<file path="config.mk">
export PLATFORM = sky130hd
export DESIGN_NAME = lltc_top
export DESIGN_NICKNAME = d
export VERILOG_FILES = /design/src/design/lltc_pkg.sv /design/src/design/lltc_cmp_if.sv /design/src/design/lltc_chan.sv /design/src/design/lltc_top.sv
export SDC_FILE = /design/constraint.sdc
export NUM_CORES = 1
export LEC_CHECK = 0
export ABC_AREA = 1
export BUFFER_PORTS_ARGS = -buffer_cell sky130_fd_sc_hd__buf_2
export CORE_ASPECT_RATIO = 0.8
export CORE_MARGIN = 5
export CORE_UTILIZATION = 31
export CTS_BUF_LIST = sky130_fd_sc_hd__clkbuf_16
export DETAILED_ROUTE_END_ITERATION = 6
export PLACE_DENSITY_LB_ADDON = 0.3
export SLEW_MARGIN = 30
export SYNTH_ARGS = -nofsm -noshare
export SYNTH_HDL_FRONTEND = slang
export SYNTH_HIERARCHICAL = 1
export SYNTH_SLANG_ARGS = --single-unit
</file>
<file path="constraint.sdc">
create_clock -name clk_i -period 3 [get_ports clk_i]
set_input_delay 0.45 -clock clk_i [delete_from_list [all_inputs] [get_ports clk_i]]
set_output_delay 0.45 -clock clk_i [all_outputs]
set_load 0.03 [all_outputs]
</file>
<file path="src/design/lltc_pkg.sv">
// Purpose: Shared constants and types for the light level threshold compare block
// Assumes: Thresholds are 8-bit codes, measurements are 13-bit front end samples
// Notes: All scaling is done by shifts derived from the step sizes below
package lltc_pkg;

    // ************************************************************
    // Register offsets
    // ************************************************************
    localparam logic [7:0] ADDR_S1_OFFICE_TRIP = 8'h33;
    localparam logic [7:0] ADDR_S1_OFFICE_HYS = 8'h34;
    localparam logic [7:0] ADDR_S1_DARK_TRIP = 8'h35;
    localparam logic [7:0] ADDR_S1_DARK_HYS = 8'h36;
    localparam logic [7:0] ADDR_S2_OFFICE_TRIP = 8'h37;
    localparam logic [7:0] ADDR_S2_OFFICE_HYS = 8'h38;

    // ************************************************************
    // Field layout and reset values
    // ************************************************************
    localparam int THR_W = 8;
    localparam int THR_LSB = 0;
    localparam logic [7:0] THR_RESET = 8'h00;
    localparam logic [7:0] RDATA_UNMAPPED = 8'h00;

    // ************************************************************
    // Scaling: step sizes in nanoamps
    // ************************************************************
    localparam int MEAS_W = 13;
    localparam int CMP_W = 14;
    localparam int FULL_SCALE_UA = 1000;
    localparam int MEAS_STEP_NA = 125;
    localparam int OFFICE_STEP_NA = 4000;
    localparam int DARK_STEP_NA = 500;
    localparam int OFFICE_SHIFT = $clog2(OFFICE_STEP_NA / MEAS_STEP_NA);
    localparam int DARK_SHIFT = $clog2(DARK_STEP_NA / MEAS_STEP_NA);

    // ************************************************************
    // Brightness modes, one-hot
    // ************************************************************
    typedef enum logic [2:0] {
        LLTC_OUTDOOR = 3'h1,
        LLTC_OFFICE = 3'h2,
        LLTC_DARK = 3'h4
    } lltc_mode_t;

    // Bring an 8-bit threshold code onto the measurement step grid
    function automatic logic [CMP_W-1:0] lltc_scale(input logic [THR_W-1:0] code,
                                                    input int shift);
        logic [CMP_W-1:0] wide;
        wide = CMP_W'(code);
        return wide << shift;
    endfunction

endpackage

</file>
<file path="src/design/lltc_cmp_if.sv">
// Purpose: Carrier between the register side and one channel comparator
// Assumes: One instance per sensor channel
// Notes: Thresholds arrive as raw codes, scaling happens in the comparator
`timescale 1ns/100ps
interface lltc_cmp_if;
    logic [12:0] sample;
    logic sample_valid;
    logic [7:0] office_trip_value;
    logic [7:0] office_hysteresis_value;
    logic [7:0] dark_trip_value;
    logic [7:0] dark_hysteresis_value;
    logic office_en;
    logic dark_en;
    logic office_level_flag;
    logic dark_level_flag;
    lltc_pkg::lltc_mode_t mode;
    logic change;

    // Comparator side
    modport chan (
        input sample, sample_valid, office_trip_value, office_hysteresis_value,
        input dark_trip_value, dark_hysteresis_value, office_en, dark_en,
        output office_level_flag, dark_level_flag, mode, change
    );

    // Register side
    modport ctrl (
        output sample, sample_valid, office_trip_value, office_hysteresis_value,
        output dark_trip_value, dark_hysteresis_value, office_en, dark_en,
        input office_level_flag, dark_level_flag, mode, change
    );
endinterface

</file>
<file path="src/design/lltc_chan.sv">
// Purpose: One sensor channel, office and dark level hysteresis comparators
// Assumes: Samples come from the front end on this clock, one per valid
// Notes: Flags move on a valid sample or clear when their enable drops; otherwise they hold
`timescale 1ns/100ps
module lltc_chan (
    input wire logic clk_i,    // Block clock
    input wire logic srst_i,   // Synchronous reset, high
    lltc_cmp_if.chan cmp       // Thresholds in, flags out
);

    // ************************************************************
    // Threshold scaling onto the 0.125 uA grid
    // ************************************************************
    logic [13:0] samp;
    logic [13:0] off_trip_s;
    logic [13:0] off_rise_s;
    logic [13:0] dark_trip_s;
    logic [13:0] dark_rise_s;

    // Sums cannot overflow: 2 x 8160 stays below 2^14
    always_comb
    begin
        samp = {1'b0, cmp.sample};
        off_trip_s = lltc_pkg::lltc_scale(cmp.office_trip_value, lltc_pkg::OFFICE_SHIFT);
        off_rise_s = off_trip_s + lltc_pkg::lltc_scale(cmp.office_hysteresis_value,
                                                       lltc_pkg::OFFICE_SHIFT);
        dark_trip_s = lltc_pkg::lltc_scale(cmp.dark_trip_value, lltc_pkg::DARK_SHIFT);
        dark_rise_s = dark_trip_s + lltc_pkg::lltc_scale(cmp.dark_hysteresis_value,
                                                         lltc_pkg::DARK_SHIFT);
    end

    // ************************************************************
    // Flag and mode state
    // ************************************************************
    logic office_reg;
    logic office_next;
    logic dark_reg;
    logic dark_next;
    lltc_pkg::lltc_mode_t mode_reg;
    lltc_pkg::lltc_mode_t mode_next;
    logic change_reg;
    logic change_next;

    // Set below trip, clear above trip plus hysteresis, else hold
    always_comb
    begin
        office_next = office_reg;
        dark_next = dark_reg;
        if (!cmp.office_en)
            office_next = 1'b0;
        else if (cmp.sample_valid && samp < off_trip_s)
            office_next = 1'b1;
        else if (cmp.sample_valid && samp > off_rise_s)
            office_next = 1'b0;
        if (!cmp.dark_en)
            dark_next = 1'b0;
        else if (cmp.sample_valid && samp < dark_trip_s)
            dark_next = 1'b1;
        else if (cmp.sample_valid && samp > dark_rise_s)
            dark_next = 1'b0;
        // Inside the band neither branch fires, so the flag keeps its state
        case (1'b1)
            dark_next: mode_next = lltc_pkg::LLTC_DARK;
            office_next: mode_next = lltc_pkg::LLTC_OFFICE;
            default: mode_next = lltc_pkg::LLTC_OUTDOOR;
        endcase
        change_next = (office_next != office_reg) || (dark_next != dark_reg);
    end

    // Register only
    always_ff @(posedge clk_i)
    begin
        if (srst_i)
        begin
            office_reg <= 1'b0;
            dark_reg <= 1'b0;
            mode_reg <= lltc_pkg::LLTC_OUTDOOR;
            change_reg <= 1'b0;
        end
        else
        begin
            office_reg <= office_next;
            dark_reg <= dark_next;
            mode_reg <= mode_next;
            change_reg <= change_next;
        end
    end

    assign cmp.office_level_flag = office_reg;
    assign cmp.dark_level_flag = dark_reg;
    assign cmp.mode = mode_reg;
    assign cmp.change = change_reg;
endmodule

</file>
<file path="src/design/lltc_top.sv">
// Purpose: Light level threshold compare, two sensor channels with register file
// Assumes: The serial register engine presents one-cycle write strobes and an address
// Notes: Sensor 2 dark comparator registers live elsewhere; its dark path is off here
//
// Function
// - Sensor 1 office flag sets and office mode entered when input below trip.
// - Sensor 1 office flag clears, outdoor mode, when input above trip plus hysteresis.
// - Sensor 1 dark flag sets and dark mode entered when input below dark trip.
// - Sensor 1 dark flag clears, back to office, above dark trip plus hysteresis.
// - Sensor 2 office flag sets when its input falls below its own trip.
// - Sensor 2 office flag clears when input rises above its trip plus hysteresis.
// - Office trip and hysteresis codes weigh 4 uA per step, up to about 1000 uA.
// - Dark trip and hysteresis codes weigh 0.5 uA per step, up to 127.5 uA.
// - Dark result outranks the office result when both are active.
// - Measurement is 13 bits at 0.125 uA; thresholds scaled to that grid.
`timescale 1ns/100ps
module lltc_top (
    input wire logic clk_i,                  // 25 MHz block clock
    input wire logic srst_i,                 // Synchronous reset, high
    input wire logic reg_wr_i,               // Register write strobe
    input wire logic [7:0] reg_addr_i,       // Register address
    input wire logic [7:0] reg_wdata_i,      // Write data
    output logic [7:0] reg_rdata_o,          // Read data for last cycle's address
    input wire logic [12:0] s1_meas_i,       // Sensor 1 sample
    input wire logic s1_meas_valid_i,        // Sensor 1 sample strobe
    input wire logic [12:0] s2_meas_i,       // Sensor 2 sample
    input wire logic s2_meas_valid_i,        // Sensor 2 sample strobe
    input wire logic s1_office_en_i,         // Sensor 1 office comparator on
    input wire logic s1_dark_en_i,           // Sensor 1 dark comparator on
    input wire logic s2_office_en_i,         // Sensor 2 office comparator on
    output logic s1_office_level_flag_o,     // Sensor 1 office flag
    output logic s1_dark_level_flag_o,       // Sensor 1 dark flag
    output logic [2:0] s1_mode_o,            // Sensor 1 mode, one-hot
    output logic s1_change_o,                // Sensor 1 flag edge pulse
    output logic s2_office_level_flag_o,     // Sensor 2 office flag
    output logic [2:0] s2_mode_o,            // Sensor 2 mode, one-hot
    output logic s2_change_o                 // Sensor 2 flag edge pulse
);

    // ************************************************************
    // Threshold registers
    // ************************************************************
    logic [7:0] s1_office_trip_reg;
    logic [7:0] s1_office_trip_next;
    logic [7:0] s1_office_hys_reg;
    logic [7:0] s1_office_hys_next;
    logic [7:0] s1_dark_trip_reg;
    logic [7:0] s1_dark_trip_next;
    logic [7:0] s1_dark_hys_reg;
    logic [7:0] s1_dark_hys_next;
    logic [7:0] s2_office_trip_reg;
    logic [7:0] s2_office_trip_next;
    logic [7:0] s2_office_hys_reg;
    logic [7:0] s2_office_hys_next;
    logic [7:0] rdata_reg;
    logic [7:0] rdata_next;

    // Write decode; other addresses belong to neighbouring blocks and are ignored
    always_comb
    begin
        s1_office_trip_next = s1_office_trip_reg;
        s1_office_hys_next = s1_office_hys_reg;
        s1_dark_trip_next = s1_dark_trip_reg;
        s1_dark_hys_next = s1_dark_hys_reg;
        s2_office_trip_next = s2_office_trip_reg;
        s2_office_hys_next = s2_office_hys_reg;
        if (reg_wr_i)
        begin
            case (reg_addr_i)
                lltc_pkg::ADDR_S1_OFFICE_TRIP: s1_office_trip_next = reg_wdata_i;
                lltc_pkg::ADDR_S1_OFFICE_HYS: s1_office_hys_next = reg_wdata_i;
                lltc_pkg::ADDR_S1_DARK_TRIP: s1_dark_trip_next = reg_wdata_i;
                lltc_pkg::ADDR_S1_DARK_HYS: s1_dark_hys_next = reg_wdata_i;
                lltc_pkg::ADDR_S2_OFFICE_TRIP: s2_office_trip_next = reg_wdata_i;
                lltc_pkg::ADDR_S2_OFFICE_HYS: s2_office_hys_next = reg_wdata_i;
                default: ;
            endcase
        end
    end

    // Read mux, registered so the serial engine sees a clean byte
    always_comb
    begin
        case (reg_addr_i)
            lltc_pkg::ADDR_S1_OFFICE_TRIP: rdata_next = s1_office_trip_reg;
            lltc_pkg::ADDR_S1_OFFICE_HYS: rdata_next = s1_office_hys_reg;
            lltc_pkg::ADDR_S1_DARK_TRIP: rdata_next = s1_dark_trip_reg;
            lltc_pkg::ADDR_S1_DARK_HYS: rdata_next = s1_dark_hys_reg;
            lltc_pkg::ADDR_S2_OFFICE_TRIP: rdata_next = s2_office_trip_reg;
            lltc_pkg::ADDR_S2_OFFICE_HYS: rdata_next = s2_office_hys_reg;
            default: rdata_next = lltc_pkg::RDATA_UNMAPPED;
        endcase
    end

    // Register only
    always_ff @(posedge clk_i)
    begin
        if (srst_i)
        begin
            s1_office_trip_reg <= lltc_pkg::THR_RESET;
            s1_office_hys_reg <= lltc_pkg::THR_RESET;
            s1_dark_trip_reg <= lltc_pkg::THR_RESET;
            s1_dark_hys_reg <= lltc_pkg::THR_RESET;
            s2_office_trip_reg <= lltc_pkg::THR_RESET;
            s2_office_hys_reg <= lltc_pkg::THR_RESET;
            rdata_reg <= lltc_pkg::RDATA_UNMAPPED;
        end
        else
        begin
            s1_office_trip_reg <= s1_office_trip_next;
            s1_office_hys_reg <= s1_office_hys_next;
            s1_dark_trip_reg <= s1_dark_trip_next;
            s1_dark_hys_reg <= s1_dark_hys_next;
            s2_office_trip_reg <= s2_office_trip_next;
            s2_office_hys_reg <= s2_office_hys_next;
            rdata_reg <= rdata_next;
        end
    end

    assign reg_rdata_o = rdata_reg;

    // ************************************************************
    // Channel comparators
    // ************************************************************
    lltc_cmp_if s1_if ();
    lltc_cmp_if s2_if ();

    // Sensor 1 has both levels
    assign s1_if.sample = s1_meas_i;
    assign s1_if.sample_valid = s1_meas_valid_i;
    assign s1_if.office_trip_value = s1_office_trip_reg;
    assign s1_if.office_hysteresis_value = s1_office_hys_reg;
    assign s1_if.dark_trip_value = s1_dark_trip_reg;
    assign s1_if.dark_hysteresis_value = s1_dark_hys_reg;
    assign s1_if.office_en = s1_office_en_i;
    assign s1_if.dark_en = s1_dark_en_i;

    // Sensor 2 dark path is held off; its dark thresholds are not in this block
    assign s2_if.sample = s2_meas_i;
    assign s2_if.sample_valid = s2_meas_valid_i;
    assign s2_if.office_trip_value = s2_office_trip_reg;
    assign s2_if.office_hysteresis_value = s2_office_hys_reg;
    assign s2_if.dark_trip_value = lltc_pkg::THR_RESET;
    assign s2_if.dark_hysteresis_value = lltc_pkg::THR_RESET;
    assign s2_if.office_en = s2_office_en_i;
    // Tying the dark enable low keeps sensor 2 out of dark mode for good
    assign s2_if.dark_en = 1'b0;

    lltc_chan u_s1 (
        .clk_i (clk_i),
        .srst_i (srst_i),
        .cmp (s1_if.chan)
    );

    lltc_chan u_s2 (
        .clk_i (clk_i),
        .srst_i (srst_i),
        .cmp (s2_if.chan)
    );

    // Status outputs, all from channel flip-flops
    assign s1_office_level_flag_o = s1_if.office_level_flag;
    assign s1_dark_level_flag_o = s1_if.dark_level_flag;
    assign s1_mode_o = s1_if.mode;
    assign s1_change_o = s1_if.change;
    assign s2_office_level_flag_o = s2_if.office_level_flag;
    assign s2_mode_o = s2_if.mode;
    assign s2_change_o = s2_if.change;
endmodule

</file>
**After elaboration in Yosys (flattened, before gate mapping)**

Index checks and enable logic that the tools add are counted.

- Flip-flop bits (word level): 67
- Output and inout port bits: 19
- Logic and storage cells: 60

- Add/subtract/negate cells: 3
- $lt $le $gt $ge: 6
- Eq/ne operators: 9
- Muxes and demuxes: 13
- Reduce and logical (&&, ||, !) cells: 14

Operator list:

| operator | number |
|---|---|
| 8-bit by 6-bit equality test with 1-bit output, second input constant | 6 |
| 8-bit case mux with 6 select lines | 1 |
| 13-bit by 14-bit > comparator with 1-bit output | 3 |
| 13-bit by 13-bit adder with 14-bit output | 2 |
| 13-bit < comparator | 2 |
| 13-bit by 10-bit < comparator with 1-bit output | 1 |
| 2-bit AND reduction | 6 |
| 10-bit by 10-bit adder with 11-bit output | 1 |
| 1-bit two-way mux | 9 |
| 1-bit logical AND | 6 |
| 2-bit two-way mux | 2 |
| 3-bit two-way mux | 1 |
| 1-bit != test | 3 |
| 2-bit OR reduction | 1 |
| 1-bit logical OR | 1 |

**Longest topological paths before layout**

Gate-level depths: netlist of the first run.

- Depth after elaboration: 8
- Depth in mapped cells: 24

**Modules after synthesis**

The synthesis of the first run kept the hierarchy.

By module, submodules not included:

| module | instances | cells an instance | area each (µm²) | sequential area each (µm²) |
|---|---|---|---|---|
| lltc_top | 1 | 343 | 2549.9 | 1121.1 |
| lltc_chan at u_s2 | 1 | 240 | 1607.8 | 100.1 |
| lltc_chan at u_s1 | 1 | 229 | 1589.0 | 100.1 |

**Worst setup path before layout of the first run**

No wires, ideal clock.

- Kind: register to register
- Start point: register s1_dark_trip_reg[0]
- End point: register u_s1.change_reg (netlist: u_s1/cmp.change)
- Setup time: 109 ps
- Arrival: 2559 ps
- Setup slack: 332 ps
- Stages on the path, launching flop included: 22
- Buffers on the path: 0
- Period minus slack after synthesis: 2668 ps
- Cells stage by stage: dfxtp_1 -> ha_1 -> fa_1 -> nand3_1 -> nand2_1 -> a21oi_1 -> o21ai_1 -> a21o_1 -> a21oi_1 -> ha_1 -> nand2_1 -> nand3b_1 -> o21a_1 -> nand2_1 -> nand2_1 -> nand2_1 -> nand2_1 -> nand2_1 -> nand2_1 -> nand3_1 -> nand2_1 -> inv_1

- Longest elaborated chain between the ends: 8
- Elaborated cells on any way between the ends: 10
- Those cells by class: 1 x add/sub; 2 x order compare; 1 x eq/ne; 3 x mux; 3 x reduce/logical

RTL lines:

| item | RTL line | text |
|---|---|---|
| from (decl) | lltc_top.sv:47 | `logic [7:0] s1_dark_trip_reg;` |
| from (signal assigned) | lltc_top.sv:102 | `s1_dark_trip_reg <= lltc_pkg::THR_RESET;` |
| from (signal assigned) | lltc_top.sv:112 | `s1_dark_trip_reg <= s1_dark_trip_next;` |
| 10-bit by 10-bit adder with 11-bit output | lltc_chan.sv:28 | `dark_rise_s = dark_trip_s + lltc_pkg::lltc_scale(cmp.dark_hysteresis_value,` |
| 13-bit by 14-bit > comparator with 1-bit output | lltc_chan.sv:59 | `else if (cmp.sample_valid && samp > dark_rise_s)` |
| 1-bit logical AND | lltc_chan.sv:59 |  |
| 1-bit two-way mux | lltc_chan.sv:59 |  |
| 1-bit two-way mux (*) | lltc_chan.sv:57 | `else if (cmp.sample_valid && samp < dark_trip_s)` |
| 1-bit two-way mux (*) | lltc_chan.sv:55 | `if (!cmp.dark_en)` |
| 1-bit != test (*) | lltc_chan.sv:67 | `change_next = (office_next != office_reg) \|\| (dark_next != dark_reg);` |
| 1-bit logical OR (*) | lltc_chan.sv:67 |  |
| to (signal assigned) | lltc_chan.sv:85 | `change_reg <= change_next;` |
| to (decl) | lltc_chan.sv:41 | `logic change_reg;` |

Every way passes the cells marked *; elsewhere a longest branch is shown, timed or not.
A chain may end at the register's enable or synchronous reset.

**Final worst setup path of the first run**

- Start point: register s1_dark_hys_reg[0]
- End point: register u_s1.change_reg (netlist: u_s1/cmp.change)

- Longest elaborated chain between the ends: 8

RTL lines:

| item | RTL line | text |
|---|---|---|
| from (decl) | lltc_top.sv:49 | `logic [7:0] s1_dark_hys_reg;` |
| from (signal assigned) | lltc_top.sv:103 | `s1_dark_hys_reg <= lltc_pkg::THR_RESET;` |
| from (signal assigned) | lltc_top.sv:113 | `s1_dark_hys_reg <= s1_dark_hys_next;` |
| 10-bit by 10-bit adder with 11-bit output | lltc_chan.sv:28 |  |
| 13-bit by 14-bit > comparator with 1-bit output | lltc_chan.sv:59 |  |
| 1-bit logical AND | lltc_chan.sv:59 |  |
| 1-bit two-way mux | lltc_chan.sv:59 |  |
| 1-bit two-way mux | lltc_chan.sv:57 |  |
| 1-bit two-way mux | lltc_chan.sv:55 |  |
| 1-bit != test | lltc_chan.sv:67 |  |
| 1-bit logical OR | lltc_chan.sv:67 |  |

No other way between the ends.

==> results of run 1 <==
## worst register-to-register path, delay by kind of cell, from the launching register on
family          cells  cell delay, ns
buf+inv             1            0.04
flops               1            0.33
simple gates       10            0.76
fa+ha+maj           3            0.83
compound gates      5            0.75
## kinds of logic (layout without fill, tap and decap cells)
group / Yosys count / count (layout) / synth area share (%)
AND/OR/NAND/NOR: 282 / 282 / 23.30
AO/OA/AOI/OAI: 176 / 176 / 16.39
buffers and inverters: 165 / 241 / 11.73
adder cells (fa/ha/maj): 98 / 98 / 21.86
flip-flops: 66 / 66 / 22.99
XOR/XNOR: 24 / 24 / 3.658
other: 1 / 30 / 0.06525
## power by group through the flow
stage	registers [uW]	clock network [uW]	logic [uW]
final	885	1120	384
after global routing	885	1170	446
after CTS	886	1140	375
after detailed placement	905	0	373
after global placement	905	0	370
after floorplan	912	0	246
## through the flow
step	TNS, ns	util [%]	cells	power [uW]
global placement	0	35.41	1128	1275
CTS	0	37.11	1144	2397
finish	0	37.84	1147	2387
global route	-0.03597	37.83	1146	2505
detailed placement	0	35.41	1128	1277
floorplan	0	-	840	1159
## worst paths after layout
path                                                    endpoint  slack, ns
worst max register to register                   u_s1/cmp.change       0.20
worst min register to register  s1_if.office_hysteresis_value[2]       0.46
worst max-delay path                             u_s1/cmp.change       0.20
worst min-delay path                  u_s1/cmp.office_level_flag       0.40
## metal layers
metal,global-route usage [%],share of wire (%)
met1,20.43,54
met2,20.29,41
met3,3.470,4.6
met4,2.302,0.57
met5,0,0
## what timing repair did
item                                    in CTS  in global routing
setup buffers                                0                  2
endpoints found under the setup margin       0                  7
resized for setup                            0                 36
## cell usage in the layout, fill, tap and decap left out, types with 4 or more instances in the layout
cell / netlist / routed
a21o_1: 5 / 5
a21oi_1: 97 / 92
a21oi_2: 1 / 6
buf_2: 8 / 68
buf_4: 2 / 10
clkbuf_16: 0 / 9
clkinv_1: 1 / 4
conb_1: 1 / 29
dfxtp_1: 66 / 57
dfxtp_2: 0 / 8
ha_1: 94 / 90
inv_1: 137 / 136
inv_2: 8 / 9
nand2_1: 127 / 123
nand2_2: 7 / 11
nand3_1: 75 / 73
nand3_2: 8 / 10
nand4_1: 7 / 7
nor2_1: 38 / 35
nor2_2: 6 / 9
nor2_4: 6 / 6
o21a_1: 5 / 5
o21ai_0: 42 / 41
o21ai_1: 15 / 14
o21bai_1: 5 / 5
xnor2_1: 9 / 9
xor2_1: 15 / 15
## layout make-up
class	instances	area [um^2]	area share, %
Multi-Input combinational cell	609	3958	57.56
Sequential cell	66	1335	19.42
Inverter	146	548.0	7.971
Timing Repair Buffer	79	435.4	6.333
Tap cell	230	287.8	4.186
Clock buffer	9	225.2	3.276
Clock inverter	7	83.83	1.219
Antenna cell	1	2.502	0.03640
==> impl_metrics.env, run 1 <==
export IMPL_clkTransAtPathRegs_ns=0.05
export IMPL_start_kind="register"
export IMPL_drtIter0Drc=281
export IMPL_area_delta_synth_final_pct=19.64
export IMPL_ys_flop_type="dfxtp_1"
export IMPL_io_buffers=68
export IMPL_die_h_um=131.8
export IMPL_ant_nets=0
export IMPL_drv_slew=0
export IMPL_relSlewSlack_pct=51.11
export IMPL_worst_pin_slew_ns=0.7326
export IMPL_path_cells="ha_2 -> fa_2 -> nand3_2 -> nand2_2 -> a21oi_2 -> o21ai_2 -> a21o_1 -> a21oi_1 -> ha_1 -> a211oi_2 -> nand3_1 -> nand2_1 -> nand2_1 -> nand2_1 -> nand3_1 -> nand2_1 -> nand3_1 -> nand2_1 -> inv_1"
export IMPL_clk_latency_ns=0.34
export IMPL_ys_async_sr_fraction_pct=0
export IMPL_synth_cell_types=38
export IMPL_ys_ff_latch=66
export IMPL_p_per_area_mw_per_mm2=347.2
export IMPL_crit_slowest_cell="fa_2"
export IMPL_hpwl_mm=11.98
export IMPL_hold_path_class="input pin to register"
export IMPL_hold_viol=0
export IMPL_clock_skew_ns=0.006953
export IMPL_hold_slack_ns=0.3992
export IMPL_syn_inst=812
export IMPL_swShare_pct=26.80
export IMPL_comb_power_share_pct=16.1
export IMPL_rsz0062_at_grt="true"
export IMPL_num_rows=44
export IMPL_yosysWarnings=6
export IMPL_grt_pass1_wl_mm=23.97
export IMPL_path_class="register to register"
export IMPL_cts_hold_buf=0
export IMPL_min_from="s1_office_en_i"
export IMPL_cts_buffer_depth=2
export IMPL_avgSynthCellArea_um2=7.077
export IMPL_yosys_area_top_type="dfxtp_1"
export IMPL_start_util_pct=31.63
export IMPL_die_w_um=162.2
export IMPL_setup_violations=0
export IMPL_critPathMaxFanout=3
export IMPL_syn_cell_area_mm2=0.005747
export IMPL_yosys_top_cells_area="dfxtp_1 23%, ha_1 20%, inv_1 8.9%"
export IMPL_worstPathRequired_ns=3.23
export IMPL_rr_worst_depth=19
export IMPL_numCtsBuffers=9
export IMPL_critPathLaunch="s1_dark_hys_reg[0]"
export IMPL_cp_data_arrival_time_ns=3.03
export IMPL_design_area_mm2=0.006875
export IMPL_fin_crit_sh_pct=93.26
export IMPL_synthMostInstantiatedCell="inv_1"
export IMPL_crit_top_cell="nand2_1"
export IMPL_antenna_found_initial=0
export IMPL_max_freq_mhz=357.4
export IMPL_ir_drop_mv=0.2345
export IMPL_end_kind="register"
export IMPL_status="completed"
export IMPL_via_per_inst=4.525
export IMPL_grt_remaining_overflow=0
export IMPL_critPathMaxStageDelay_ns=0.37
export IMPL_cts_tree="built"
export IMPL_grt_max_degree=38
export IMPL_p_leak_uw=0.003130
export IMPL_nFillCells=1956
export IMPL_wl_mm=14.81
export IMPL_r2r_start="s1_dark_hys_reg[0]"
export IMPL_power_share_sequential_pct=37.1
export IMPL_max_cap_violations=0
export IMPL_cts_num_sinks=66
export IMPL_dp_slack_ns=0.08225
export IMPL_ios=69
export IMPL_p_sw_uw=639.8
export IMPL_htreeDepth=3
export IMPL_p_int_uw=1747
export IMPL_cp_num_cells=19
export IMPL_fin_ws_ns=0.2021
export IMPL_post_route_drc_count=0
export IMPL_root_buffer="clkbuf_16"
export IMPL_synthTopCellsByCount="137 x inv_1, 127 x nand2_1, 97 x a21oi_1"
export IMPL_grt_util_all_layers_pct=13.75
export IMPL_num_nets_final=1059
export IMPL_dieArea_mm2=0.02138
export IMPL_worst_path_buf_inv=1
export IMPL_core_mm2=0.01817
export IMPL_layout_min_cycle_time_ns=2.798
export IMPL_place_area_mm2=0.006434
export IMPL_yosys_area_top_type_share_pct=22.99
export IMPL_routabilityCongestion=0.8156
export IMPL_wl_per_cell_um=12.91
export IMPL_synth_edf_count=0
export IMPL_grt_pass1_vias=4781
export IMPL_crit_family="adder cells"
export IMPL_holdPathStages=3
export IMPL_p_clk_share_pct=46.9
export IMPL_drive_gt1_share_pct=18.01
export IMPL_num_vias=5190
export IMPL_drtPass1Iterations=4
export IMPL_ys_seq_area_share_pct=22.99
(Power assumes the default switching activity.)
==> inputs of run 2 (changes only) <==
ABC_AREA = default   (was 1)
==> run 2 against run 1 <==
  * The run now ends with negative setup slack left
  * First-iteration DRC count fell by 8.5%
  * Clock power shrank 18%
  * Count of clock-buffer cells in the layout unchanged
  * Clock skew is 0.0014 ns lower
  * Synthesized cell count decreased by 24%
==> impl_metrics.env, run 2 <==
export IMPL_grt_pass1_vias=4703
export IMPL_layout_min_cycle_time_ns=3.086
export IMPL_p_per_area_mw_per_mm2=304.6
export IMPL_grt_max_degree=35
export IMPL_place_area_mm2=0.006630
export IMPL_numCtsBuffers=9
export IMPL_drtIter0Drc=257
export IMPL_ios=69
export IMPL_start_util_pct=31.27
export IMPL_ys_seq_area_share_pct=23.55
export IMPL_setup_violations=5
export IMPL_drive_gt1_share_pct=27.86
export IMPL_post_route_drc_count=0
export IMPL_syn_cell_area_mm2=0.005612
export IMPL_worst_pin_slew_ns=0.7000
export IMPL_post_route_util_pct=40.32
export IMPL_synth_compound_area_share_pct=16.68
export IMPL_dieArea_mm2=0.02091
export IMPL_layout_area_seq_mm2=0.001333
export IMPL_final_cell_mix="89 x ha_1, 74 x buf_4, 68 x nor2_1, 68 x buf_2, 57 x dfxtp_1"
export IMPL_yosysWarnings=6
export IMPL_ys_ff_latch=66
export IMPL_fin_crit_sh_pct=102.9
export IMPL_via_per_inst=4.905
export IMPL_worstPathRequired_ns=3.28
export IMPL_max_freq_mhz=324.1
export IMPL_num_vias=4949
export IMPL_crit_family="compound AO/OA/AOI/OAI gates"
export IMPL_cts_hold_buf=0
export IMPL_clkTransAtPathRegs_ns=0.06
export IMPL_grt_pass1_wl_mm=25.27
export IMPL_synth_xor_area_share_pct=3.434
export IMPL_root_buffer="clkbuf_16"
export IMPL_antenna_found_initial=0
export IMPL_die_h_um=130.3
export IMPL_htreeDepth=3
export IMPL_critPathMaxStageDelay_ns=0.50
export IMPL_violations="negative setup slack"
export IMPL_critPathMaxFanout=3
export IMPL_hold_path_end="u_s1/cmp.mode[1]"
export IMPL_cp_data_arrival_time_ns=3.36
export IMPL_grt_util_all_layers_pct=15.05
export IMPL_design_area_mm2=0.007236
export IMPL_area_delta_synth_final_pct=28.94
export IMPL_fin_ws_ns=-0.08577
export IMPL_path_cells="ha_4 -> inv_2 -> fa_2 -> nor2b_4 -> o31ai_4 -> a21boi_2 -> xnor2_1 -> ha_1 -> nand2_1 -> or4_4 -> o211ai_4 -> o21ai_2 -> a311oi_2 -> a21boi_2"
export IMPL_synth_cell_types=76
export IMPL_synth_simple_area_share_pct=16.77
export IMPL_nFillCells=1816
export IMPL_core_mm2=0.01795
export IMPL_synth_edf_count=0
export IMPL_synthTopCellsByCount="94 x ha_1, 68 x nor2_1, 66 x dfxtp_1"
export IMPL_hold_path_class="input pin to register"
export IMPL_rr_worst_depth=14
export IMPL_p_leak_uw=0.003497
export IMPL_min_from="s1_dark_en_i"
export IMPL_multi_input_area_mm2=0.004285
export IMPL_hold_viol=0
export IMPL_worst_path_buf_inv=1
export IMPL_synthAdderAreaFrac_pct=22.39
export IMPL_path_class="register to register"
export IMPL_status="finished, violations left"
export IMPL_tns_ns=-0.2216
export IMPL_cts_tree="built"
export IMPL_holdPathStages=2
export IMPL_num_nets_final=923
export IMPL_ir_drop_mv=0.1945
export IMPL_end_kind="register"
export IMPL_diodes=0
export IMPL_cts_num_sinks=66
export IMPL_yosys_area_top_type="dfxtp_1"
export IMPL_r2r_start="s1_if.office_hysteresis_value[0]"
export IMPL_mostFrequentLayoutCell="ha_1"
export IMPL_drtPass1Iterations=4
export IMPL_avgSynthCellArea_um2=9.139
export IMPL_rrSetupSlack_ns=-0.09
export IMPL_wl_per_cell_um=15.63
export IMPL_cts_buffer_depth=2
export IMPL_io_buffers=68
export IMPL_ys_flop_type="dfxtp_1"
export IMPL_routabilityCongestion=0.8593
export IMPL_ys_async_sr_fraction_pct=0
export IMPL_crit_slowest_cell="or4_4"
export IMPL_die_w_um=160.4
export IMPL_start_kind="register"
export IMPL_timing_rr_end="u_s1/cmp.mode[1]"
export IMPL_grt_remaining_overflow=0
export IMPL_hpwl_mm=12.54
export IMPL_rsz0062_at_grt="true"
export IMPL_synth_top_family_by_area="adder cells"
export IMPL_clk_latency_ns=0.34
export IMPL_relSlewSlack_pct=53.33
export IMPL_drv_slew=0
export IMPL_hold_slack_ns=0.3496
export IMPL_syn_inst=614
export IMPL_clock_skew_ns=0.005557
export IMPL_num_rows=44
export IMPL_synthMostInstantiatedCell="ha_1"
export IMPL_max_cap_violations=0
export IMPL_wl_mm=15.78
export IMPL_synthMuxAreaShare_pct=11.59
export IMPL_yosys_top_cells_area="dfxtp_1 24%, ha_1 21%, mux2i_1 10%"
export IMPL_yosys_area_top_type_share_pct=23.55
export IMPL_ant_nets=0
export IMPL_crit_top_cell="a21boi_2"
[run 2: cell count changes after synthesis, moves of 11 or more]
cell | before | now
nand2_1 | 127 | 13
o21ai_0 | 42 | 10
o21ai_1 | 15 | 4
mux2i_1 | 0 | 56
nor2b_1 | 0 | 15
inv_1 | 137 | 49
a21oi_1 | 97 | 28
nand3_1 | 75 | 15
nor2_1 | 38 | 68
[run 2: metrics by stage]
stage / power, uW / worst slack (ns) / instances
2_1_floorplan: 1162 / -0.05366 / 641
6_report: 2204 / -0.08577 / 1009
3_3_place_gp: 1279 / -0.1891 / 973
3_5_place_dp: 1281 / -0.2189 / 973
5_1_grt: 2319 / -0.2393 / 1009
4_1_cts: 2201 / -0.04099 / 1005
[run 2: logic make-up (layout without fill, tap and decap cells)]
family | Yosys count | in the layout
AO/OA/AOI/OAI | 129 | 129
XOR/XNOR | 22 | 22
adder cells (fa/ha/maj) | 98 | 98
buffers and inverters | 68 | 206
flip-flops | 66 | 66
multiplexers | 62 | 62
other | 1 | 28
AND/OR/NAND/NOR | 168 | 168
[run 2: worst max-delay path by stage]
stage / startpoint / to / slack (ns) / cells past startpoint
floorplan: s1_dark_hys_reg[1] / u_s1/cmp.mode[0] / -0.05 / 14
global placement: s1_dark_hys_reg[1] / u_s1/cmp.mode[0] / -0.19 / 14
detailed placement: s1_if.office_trip_value[1] / u_s1/cmp.mode[1] / -0.22 / 14
CTS: s1_dark_hys_reg[1] / u_s1/cmp.dark_level_flag / -0.04 / 14
global route: s1_if.office_hysteresis_value[0] / u_s1/cmp.mode[1] / -0.24 / 14
finish: s1_if.office_hysteresis_value[0] / u_s1/cmp.mode[1] / -0.09 / 14
[run 2: layout make-up]
class	count	share of cell area, %
clock buffer	9	3.113
clock inverter	6	0.3458
inverter	49	2.542
multi-input combinational	507	59.23
sequential	66	18.42
tap	230	3.977
timing repair buffer	142	12.38
[run 2: power breakdown]
part	internal [uW]	total (uW)	switching, uW
logic	170	405	235
registers	882	885	3.04
clock network	539	914	375
total	1590	2200	613
[run 2: repair_timing]
item                                   CTS  global route
resized for setup                       16            31
endpoints found under the hold margin    0             0
pin swaps                               21            28
setup buffers                           17             5
setup endpoints to repair                7             9
[run 2: metal layers]
layer | GRT usage (%) | up-vias | wire length [um]
li1 | - | 2545 | -
met1 | 22.48 | 2298 | 8222
met2 | 22.40 | 92 | 6752
met3 | 2.905 | 14 | 649
met4 | 3.237 | 0 | 150
met5 | 0 | - | 0
[run 2: worst reg2reg max path: cells and delay by family, from the launching register on]
family                   cells  cell delay, ns
AO/OA/AOI/OAI                6            0.96
adder cells (fa/ha/maj)      3            0.85
AND/OR/NAND/NOR              3            0.72
flip-flops                   1            0.35
XOR/XNOR                     1            0.11
buffers and inverters        1            0.04
